### src/pkg/target_sel_pkg.sv
package target_sel_pkg;

    // ------------------------------------------------------------
    // Register map (byte addresses on APB)
    // ------------------------------------------------------------
    localparam logic [7:0] CTRL_OFFSET = 8'h00;
    localparam logic [7:0] ROUTE_OFFSET = 8'h04;
    localparam logic [7:0] STATUS_OFFSET = 8'h08;

    // ------------------------------------------------------------
    // Field positions and reset values
    // ------------------------------------------------------------
    localparam int CTRL_MODE_BIT = 0;
    localparam int CTRL_STEP_FORWARD_EN_BIT = 1;
    localparam int CTRL_STEP_BACKWARD_EN_BIT = 2;
    localparam int CTRL_STEP_HOME_EN_BIT = 3;
    localparam int CTRL_SEL2_ROUTED_BIT = 4;
    localparam logic [4:0] CTRL_RESET = 5'h00;

    // Route register: input number (0..15) for each signal, 4 bits each
    localparam int ROUTE_SEL0_LSB = 0;
    localparam int ROUTE_SEL1_LSB = 4;
    localparam int ROUTE_SEL2_LSB = 8;
    localparam int ROUTE_TRIG_LSB = 12;
    localparam logic [3:0] DEF_SEL0_INPUT = 4'h7;
    localparam logic [3:0] DEF_SEL1_INPUT = 4'h8;
    localparam logic [3:0] DEF_SEL2_INPUT = 4'h0;
    localparam logic [3:0] DEF_TRIG_INPUT = 4'h6;

    localparam int STATUS_CUR_LSB = 0;
    localparam int STATUS_CMD_LSB = 4;
    localparam int STATUS_BUSY_BIT = 8;

    localparam int NUM_INPUTS = 16;
    localparam int NUM_TARGETS = 8;
    localparam logic [2:0] FIRST_TARGET = 3'h0;
    localparam logic [2:0] LAST_TARGET = 3'h7;

    // ------------------------------------------------------------
    // Types
    // ------------------------------------------------------------
    typedef struct packed {
        logic step_forward;
        logic step_backward;
        logic step_home;
    } step_inputs_t;

    typedef struct packed {
        logic start;
        logic [2:0] index;
    } move_cmd_t;

    typedef enum logic [1:0] {IDLE, MOVING} move_state_t;

endpackage : target_sel_pkg

### src/rtl/fixed_position_target_selector.sv
// Behaviour
// - Targets chosen by select code plus trigger edge, or by step edges.
// - Select bits 2..0 form binary code; 000 is target 1, 111 target 8.
// - Select bit 2 unrouted reads as 0, limiting choice to targets 1-4.
// - Trigger rising edge starts a move to the selected target.
// - Default routing: bit0 input 7, bit1 input 8, trigger input 6.
// - Enabled step-forward edge moves to current index plus one.
// - Enabled step-backward edge moves to current index minus one.
// - Enabled step-home edge moves to target 1.
// - Step edges are ignored unless the motor is at standstill.
// - Step-forward ignored at target 8, no move started.
// - At target 1 step-backward ignored, step-home still acts.
// - Motor resting mid-move makes commanded target the current index.
`timescale 1ns/100ps
module fixed_position_target_selector
    import target_sel_pkg::*;
(
    // Clock and reset
    input wire logic pclk,
    input wire logic presetn,
    // APB slave
    input wire logic psel,
    input wire logic penable,
    input wire logic pwrite,
    input wire logic [7:0] paddr,
    input wire logic [31:0] pwdata,
    output logic [31:0] prdata,
    output logic pready,
    output logic pslverr,
    // Digital inputs from the controller, asynchronous
    input wire logic [NUM_INPUTS-1:0] digital_input,
    input wire target_sel_pkg::step_inputs_t step_in,
    // Motion core
    input wire logic motor_standstill,
    input wire logic move_done,
    output target_sel_pkg::move_cmd_t move_cmd,
    output logic [2:0] current_index,
    output logic move_busy
);
    import target_sel_pkg::*;

    // ------------------------------------------------------------
    // Helpers
    // ------------------------------------------------------------
    function automatic logic rising(input logic now, input logic prev);
        return now & ~prev;
    endfunction : rising

    function automatic logic pick(input logic [NUM_INPUTS-1:0] v, input logic [3:0] sel);
        return v[sel];
    endfunction : pick

    // ------------------------------------------------------------
    // Register decode and step arithmetic
    // ------------------------------------------------------------
    typedef enum logic [1:0] {HIT_CTRL, HIT_ROUTE, HIT_STATUS, HIT_NONE} reg_hit_t;

    function automatic reg_hit_t decode(input logic [7:0] addr);
        reg_hit_t hit;
        case (addr)
            CTRL_OFFSET: begin
                hit = HIT_CTRL;
            end
            ROUTE_OFFSET: begin
                hit = HIT_ROUTE;
            end
            STATUS_OFFSET: begin
                hit = HIT_STATUS;
            end
            default: begin
                hit = HIT_NONE;
            end
        endcase
        return hit;
    endfunction : decode

    // Neighbouring target; the ends of the table are held, the caller refuses the move
    function automatic logic [2:0] step_target(input logic [2:0] cur, input logic up);
        logic [2:0] tgt;
        tgt = cur;
        if (up) begin
            if (cur != LAST_TARGET) begin
                tgt = cur + 3'h1;
            end
        end else begin
            if (cur != FIRST_TARGET) begin
                tgt = cur - 3'h1;
            end
        end
        return tgt;
    endfunction : step_target

    // ------------------------------------------------------------
    // Registers
    // ------------------------------------------------------------
    logic [4:0] ctrl_reg;
    logic [15:0] route_reg;
    logic internal_positioning_mode;
    logic step_forward_en;
    logic step_backward_en;
    logic step_home_en;
    logic sel2_routed;

    assign internal_positioning_mode = ctrl_reg[CTRL_MODE_BIT];
    assign step_forward_en = ctrl_reg[CTRL_STEP_FORWARD_EN_BIT];
    assign step_backward_en = ctrl_reg[CTRL_STEP_BACKWARD_EN_BIT];
    assign step_home_en = ctrl_reg[CTRL_STEP_HOME_EN_BIT];
    assign sel2_routed = ctrl_reg[CTRL_SEL2_ROUTED_BIT];

    logic wr_en, rd_en;
    assign wr_en = psel & penable & pwrite;
    assign rd_en = psel & penable & ~pwrite;

    // Zero-wait slave: pready high in every access phase
    always_ff @(posedge pclk or negedge presetn) begin
        if (!presetn) begin
            ctrl_reg <= CTRL_RESET;
            route_reg <= {DEF_TRIG_INPUT, DEF_SEL2_INPUT, DEF_SEL1_INPUT, DEF_SEL0_INPUT};
        end else if (wr_en) begin
            case (decode(paddr))
                HIT_CTRL: begin
                    ctrl_reg <= pwdata[4:0];
                end
                HIT_ROUTE: begin
                    route_reg <= pwdata[15:0];
                end
                default: begin
                    // Status is read-only; other offsets take no write
                end
            endcase
        end
    end

    always_ff @(posedge pclk or negedge presetn) begin
        if (!presetn) begin
            pready <= 1'b0;
        end else begin
            pready <= psel & ~penable;
        end
    end

    // ------------------------------------------------------------
    // Read path
    // ------------------------------------------------------------
    logic [31:0] read_word;
    logic read_err;
    always_comb begin
        read_word = 32'h0000_0000;
        read_err = 1'b0;
        case (decode(paddr))
            HIT_CTRL: begin
                read_word[4:0] = ctrl_reg;
            end
            HIT_ROUTE: begin
                read_word[15:0] = route_reg;
            end
            HIT_STATUS: begin
                read_word[STATUS_CUR_LSB +: 3] = current_index;
                read_word[STATUS_CMD_LSB +: 3] = move_cmd.index;
                read_word[STATUS_BUSY_BIT] = move_busy;
            end
            default: begin
                read_err = 1'b1;
            end
        endcase
    end

    // Latched at the setup edge; an unmapped address answers pslverr and zero data
    always_ff @(posedge pclk or negedge presetn) begin
        if (!presetn) begin
            prdata <= 32'h0000_0000;
            pslverr <= 1'b0;
        end else if (psel & ~penable) begin
            prdata <= read_word;
            pslverr <= read_err;
        end
    end

    // ------------------------------------------------------------
    // Input synchronisers and edge detect
    // ------------------------------------------------------------
    // First stage is read only by the second stage
    logic [NUM_INPUTS-1:0] din_meta, din_sync;
    step_inputs_t step_meta, step_sync;
    always_ff @(posedge pclk or negedge presetn) begin
        if (!presetn) begin
            din_meta <= '0;
            din_sync <= '0;
            step_meta <= '0;
            step_sync <= '0;
        end else begin
            din_meta <= digital_input;
            din_sync <= din_meta;
            step_meta <= step_in;
            step_sync <= step_meta;
        end
    end

    // Each input keeps its own last sample: rerouting the trigger cannot fake an edge
    logic [NUM_INPUTS-1:0] din_prev;
    logic [3:0] trig_input;
    logic trig_now, trig_prev;
    step_inputs_t step_prev;
    assign trig_input = route_reg[ROUTE_TRIG_LSB +: 4];
    assign trig_now = pick(din_sync, trig_input);
    assign trig_prev = pick(din_prev, trig_input);
    always_ff @(posedge pclk or negedge presetn) begin
        if (!presetn) begin
            din_prev <= '0;
            step_prev <= '0;
        end else begin
            din_prev <= din_sync;
            step_prev <= step_sync;
        end
    end

    logic trig_edge, fwd_edge, bwd_edge, home_edge;
    assign trig_edge = rising(trig_now, trig_prev);
    assign fwd_edge = rising(step_sync.step_forward, step_prev.step_forward);
    assign bwd_edge = rising(step_sync.step_backward, step_prev.step_backward);
    assign home_edge = rising(step_sync.step_home, step_prev.step_home);

    // ------------------------------------------------------------
    // Target selection
    // ------------------------------------------------------------
    logic [2:0] sel_code;
    always_comb begin
        sel_code[0] = pick(din_sync, route_reg[ROUTE_SEL0_LSB +: 4]);
        sel_code[1] = pick(din_sync, route_reg[ROUTE_SEL1_LSB +: 4]);
        // Unrouted bit 2 forces code into targets 1-4
        sel_code[2] = sel2_routed & pick(din_sync, route_reg[ROUTE_SEL2_LSB +: 4]);
    end

    // ------------------------------------------------------------
    // Move request
    // ------------------------------------------------------------
    // Index 0 stands for target 1, 7 for target 8
    logic req_valid;
    logic [2:0] req_index;
    always_comb begin
        req_valid = 1'b0;
        req_index = current_index;
        if (internal_positioning_mode) begin
            // The trigger names an absolute target, so it needs no standstill
            if (trig_edge) begin
                req_valid = 1'b1;
                req_index = sel_code;
            end else if (motor_standstill) begin
                // Home before forward and backward: it is the safe choice when step edges coincide
                if (step_home_en && home_edge) begin
                    req_valid = 1'b1;
                    req_index = FIRST_TARGET;
                end else if (step_forward_en && fwd_edge && current_index != LAST_TARGET) begin
                    req_valid = 1'b1;
                    req_index = step_target(current_index, 1'b1);
                end else if (step_backward_en && bwd_edge
                             && current_index != FIRST_TARGET) begin
                    req_valid = 1'b1;
                    req_index = step_target(current_index, 1'b0);
                end
            end
        end
    end

    // ------------------------------------------------------------
    // Move sequencing
    // ------------------------------------------------------------
    move_state_t state_reg;
    always_ff @(posedge pclk or negedge presetn) begin
        if (!presetn) begin
            state_reg <= IDLE;
            move_cmd <= '0;
            current_index <= FIRST_TARGET;
            move_busy <= 1'b0;
        end else begin
            move_cmd.start <= 1'b0;
            case (state_reg)
                IDLE: begin
                    if (req_valid) begin
                        move_cmd.start <= 1'b1;
                        move_cmd.index <= req_index;
                        move_busy <= 1'b1;
                        state_reg <= MOVING;
                    end
                end
                MOVING: begin
                    // Edges seen while a move runs are dropped, not queued
                    // A normal finish or an unexpected stop both land here
                    if (move_done) begin
                        current_index <= move_cmd.index;
                        move_busy <= 1'b0;
                        state_reg <= IDLE;
                    end
                end
                default: begin
                    state_reg <= IDLE;
                end
            endcase
        end
    end

endmodule : fixed_position_target_selector

### config.mk
export PLATFORM = sky130hd
export DESIGN_NAME = fixed_position_target_selector
export DESIGN_NICKNAME = d
export VERILOG_FILES = /design/src/pkg/target_sel_pkg.sv /design/src/rtl/fixed_position_target_selector.sv
export SDC_FILE = /design/constraint.sdc
export NUM_CORES = 1
export LEC_CHECK = 0
export BUFFER_PORTS_ARGS = -buffer_cell sky130_fd_sc_hd__buf_2
export CELL_PAD_IN_SITES_DETAIL_PLACEMENT = 1
export CELL_PAD_IN_SITES_GLOBAL_PLACEMENT = 1
export CORE_MARGIN = 5
export CORE_UTILIZATION = 25
export CTS_BUF_LIST = sky130_fd_sc_hd__clkbuf_16
export CTS_CLUSTER_DIAMETER = 150
export DETAILED_ROUTE_END_ITERATION = 8
export PLACE_DENSITY = 0.56
export SYNTH_ARGS = -nofsm -noshare
export SYNTH_HDL_FRONTEND = slang
export SYNTH_SLANG_ARGS = --single-unit
### constraint.sdc
create_clock -name pclk -period 2.5 [get_ports pclk]
set_input_delay 0.25 -clock pclk [delete_from_list [all_inputs] [get_ports pclk]]
set_output_delay 0.25 -clock pclk [all_outputs]
set_load 0.05 [all_outputs]
* After elaboration in Yosys (flattened, before gate mapping)
Cells that the tools add are included.
** Storage, ports and cells
- Register bits :: 106
- Input port bits :: 66
- Logic and storage cells :: 110
** Cells by class
- Bitwise logic cells :: 13
- Reduce and logical (&&, ||, !) cells :: 18
- Muxes and demuxes :: 42
- Magnitude comparators :: 4
- Add/subtract/negate cells :: 2
- Eq/ne operators :: 9
** Operator list (number)
- $mux W3 :: 8
- $bmux W1 S4 :: 5
- $lt A4 B5 Y1 const B :: 4
- $mux W1 :: 15
- $reduce_and A2 Y1 :: 5
- $pmux W3 S3 :: 1
- $and A1 B1 Y1 :: 8
- $eq A8 B3 Y1 const B :: 1
- $eq A8 B4 Y1 const B :: 1
- $logic_not A8 Y1 :: 1
- $mux W4 :: 2
- $pmux W2 S2 :: 2
- $mux W7 :: 1
- $eq A2 B1 Y1 const B :: 3
- $logic_not A2 Y1 :: 3
- $mux W2 :: 3
- $pmux W1 S2 :: 3
- $pmux W2 S3 :: 1
- $logic_and A1 B1 Y1 :: 5
- $not A1 Y1 :: 5
- $ne A2 B2 Y1 const B :: 2
- $add A3 B1 Y3 const B :: 1
- $ne A3 B3 Y1 const B :: 1
- $pmux W1 S3 :: 1
- other kinds (6) :: 6

* Depth between registers and ports, before layout
- Depth after elaboration :: 12
- Depth in mapped cells :: 10
- Depth with buffers taken out :: 8

* Worst setup path after synthesis
OpenSTA, ideal clock, no wires.
- Kind :: input port to flip-flop
- Start :: input port paddr[1]
- End :: register route_reg[10]
- Stages on the path :: 9
- Arrival time :: 2.300 ns
- Path buffers :: 2
- Setup slack :: 0.075 ns
- Cell sequence :: nor4_1 nand2_1 nor3b_1 inv_1 ha_1 clkbuf_1 nand4_1 clkbuf_1 mux2_2
** Between the ends
- Word-level cells in the longest chain between the ends :: 5
** RTL lines
- from (decl) :: RTL line fixed_position_target_selector.sv:25 : input wire logic [7:0] paddr,
- $eq A8 B4 Y1, or another cell as far along :: RTL line fixed_position_target_selector.sv:60 : case (addr)
- $pmux W2 S3 * :: RTL line fixed_position_target_selector.sv:60
- $mux W2 * :: RTL line fixed_position_target_selector.sv:119 : end else if (wr_en) begin
- $eq A2 B1 Y1 * :: RTL line fixed_position_target_selector.sv:120 : case (decode(paddr))
- $reduce_and A2 Y1 (no source line) *
- to (signal assigned) :: RTL line fixed_position_target_selector.sv:118 : route_reg <= {DEF_TRIG_INPUT, DEF_SEL2_INPUT, DEF_SEL1_INPUT, DEF_SEL0_INPUT};
- to (signal assigned) :: RTL line fixed_position_target_selector.sv:125 : route_reg <= pwdata[15:0];
- to (decl) :: RTL line fixed_position_target_selector.sv:97 : logic [15:0] route_reg;
Mark *: on every way between the ends. The rest lies on a longest branch, timed or not. The select of a mux whose other input is x is not followed.
A chain may end at the register's enable or synchronous reset.

* Final worst setup path
- Start :: register route_reg[13]
- End :: register move_cmd[2] in the netlist's numbering
** Between the ends
- Word-level cells in the longest chain between the ends :: 7
** RTL lines
- $bmux W1 S4 :: RTL line fixed_position_target_selector.sv:50 : return v[sel];
- $mux W1 (not written as such) :: RTL line fixed_position_target_selector.sv:50
- $not A1 Y1 :: RTL line fixed_position_target_selector.sv:46 : return now & ~prev;
- $and A1 B1 Y1 * :: RTL line fixed_position_target_selector.sv:46
- $mux W1 :: RTL line fixed_position_target_selector.sv:245 : if (trig_edge) begin
- $mux W1 :: RTL line fixed_position_target_selector.sv:243 : if (internal_positioning_mode) begin
- $reduce_and A2 Y1 (no source line)
- to (decl) :: RTL line fixed_position_target_selector.sv:36 : output target_sel_pkg::move_cmd_t move_cmd,
Marks and branches as above.

==> flow_summary.ini <==
[hold_path]
min_path_type = primary input to flip-flop

[synth]
syn_area_sq_um = 4360
yosysUniqueCellTypes = 57
yosys_warnings = 0
synth_ff_type = dfrtp_1
syn_inst = 323
synth_seq_cells = 104
synthArstFlopShare = 1.00
synth_seq_area_share = 0.599
synth_edf_count = 0
synth_area_per_cell_sq_um = 13.5

[flow_run]
cap_violations = 0

[sta]
maxSlewViolCount = 0
finalSetupTns_ns = 0
hold_violations = 0
postLayoutSetupSlackWorst_ns = 0.153
final.period_utilization = 0.939
period_minus_slack_ns = 2.35
rsz0062_at_grt = no
setup_viol = 0
relSlewSlack = 0.472
max_freq_mhz = 426
fin_skew_ns = 0.00476
worstMarginPinSlew_ns = 0.782

[cts]
cts_setup_buffers = 0
cts_buffers = 9
tritoncts = yes
clock-sinks = 104
htree_levels = 3
clock_tree.root_cell = clkbuf_16
clk_latency_ns = 0.35
clk_pin_slew_ns = 0.07
cts_buffer_depth = 2

[critical_path]
worstSetupEndpointType = flip-flop
cp_top_family = simple AND/OR/NAND/NOR gates
crit_slowest_cell = nor4_4
crit_fanout = 13
criticalPathCategory = flip-flop to flip-flop
cpPeakStageDelay_ns = 0.47
required_ns = 2.73
crit_chain = or3b_1 > nand4bb_1 > o2111ai_1 > nor4_4 > nand2_2 > a311o_1
cp-start-kind = flip-flop
arrival_ns = 2.58
path_buf_inv = 0

[detailed_routing]
drc = 0
wire_per_inst_um = 16.4
vias = 2874
first_pass_iters = 5
drt-initial-drc-count = 121
vias_per_cell = 4.35
postRouteAntennaNets = 0
wirelength_um = 10800

[die]
io_pins = 108
die_h_um = 142
rows = 48
fp.dieW_um = 142
initial_core_util = 0.254
fp.dieArea_sq_um = 20200
core_area_sq_um = 17200

[placed_design]
dp_hpwl_um = 8270
routabilityCongestion = 0.806
portBuffers = 75
pre_cts_slack_ns = 0.0437

[global_route]
grt_pass1_vias = 3100
grt_pass1_wl_um = 17400
grt_max_degree = 60
antenna_found_initial = 2
grt_usage = 0.112
grt-ovfl-total = 0

[pwr]
p_per_area_nw_per_um2 = 628
cellLeakagePower_uw = 0.00255
p_total_uw = 3480
vdd_ir_drop_max_mv = 0.302

[final_layout]
antenna_cells = 0
area_growth_pct = 27.0
final_layout_size_suffix_gt1_frac = 0.370
fin_nets = 502

[status]
status = finished clean
-- placed cells by master (no fill, tap or decap), types with 3 or more instances in the layout --
cell type	n
a211oi_1	4
a21oi_1	6
a222oi_1	4
a22oi_1	3
a311o_1	3
and3_1	3
buf_2	74
buf_4	12
clkbuf_16	9
clkinv_2	3
conb_1	16
dfrtp_1	98
dfstp_2	6
dlygate4sd3_1	20
ha_1	6
inv_1	7
mux2_2	24
mux4_2	13
nand2_1	32
nand2b_1	5
nand3_1	10
nor2_1	7
nor2b_1	6
nor3_1	3
nor3b_1	5
o21ai_0	9
-- per-layer routing --
layer / track usage / vias up / routed length (um)
met5: 0 / - / 14
met4: 0.0374 / 4 / 153
met3: 0.0393 / 13 / 671
met2: 0.172 / 82 / 5050
met1: 0.149 / 1421 / 4920
li1: - / 1354 / -
-- cells by family (layout without fill, tap and decap cells) --
group | after synthesis | after routing | share of synthesized area
AND/OR/NAND/NOR | 93 | 93 | 0.121
flip-flops | 104 | 104 | 0.599
other | 1 | 16 | 0.000860
adder cells (fa/ha/maj) | 6 | 6 | 0.0172
multiplexers | 39 | 39 | 0.134
buffers and inverters | 35 | 132 | 0.0459
AO/OA/AOI/OAI | 45 | 45 | 0.0824
-- cell type report --
| cell class | count | area, sq um |
|---|---|---|
| fillers | 1916 | 11600 |
| flip-flops and latches | 104 | 2610 |
| multi-input cells | 199 | 1620 |
| repair buffers | 108 | 701 |
| well taps | 225 | 282 |
| clock buffers | 9 | 225 |
| clock inverters | 7 | 70.1 |
| inverters | 8 | 30.0 |
-- power by group --
part	internal, uW	leakage (uW)	switching, uW
Clock	778	0.000146	627
Sequential	1740	0.00129	47.2
Combinational	109	0.00111	171
Total	2630	0.00255	846
-- worst paths after layout --
check	slack, ns	start	depth (start not counted)	end
worst max-delay path	0.15	route_reg[13]	6	move_cmd[2]
min in group asynchronous	0.29	presetn	2	din_meta[4]
worst max register to register	0.15	route_reg[13]	6	move_cmd[2]
max in group asynchronous	1.50	presetn	3	route_reg[7]
worst min-delay path	0.12	pwdata[15]	2	route_reg[15]
worst min register to register	0.35	din_meta[6]	0	din_sync[6]
-- through the flow --
stage	instance area [sq um]	instances	utilization	hold slack (ns)
3_3_place_gp	5030	624	0.293	0.122
6_report	5540	660	0.322	0.125
4_1_cts	5510	659	0.321	0.000608
2_1_floorplan	4420	338	-	-0.0456
5_1_grt	5540	660	0.322	0.118
3_5_place_dp	5030	624	0.293	0.127
-- cells in the mapped netlist, types with 5 or more instances --
library cell  count  share of area
mux4_2           13          0.067
clkbuf_1          5         0.0043
dfstp_2           6          0.036
mux2_2           24          0.062
buf_4            17          0.029
dfrtp_1          98           0.56
a21oi_1           6         0.0069
nor2_1            7         0.0060
nand2b_1          5         0.0072
ha_1              6          0.017
inv_1             7         0.0060
nand2_1          32          0.028
nand3_1          10          0.011
o21ai_0           9          0.010
nor2b_1           6         0.0086
nor3b_1           5         0.0086
-- repair_timing --
item | CTS | global route
endpoints found under the hold margin | 32 | 1
hold buffers | 19 | 1
gates resized for setup | 0 | 2
setup endpoints to repair | 0 | 1
Note: power is estimated with default switching activity, not from simulation.
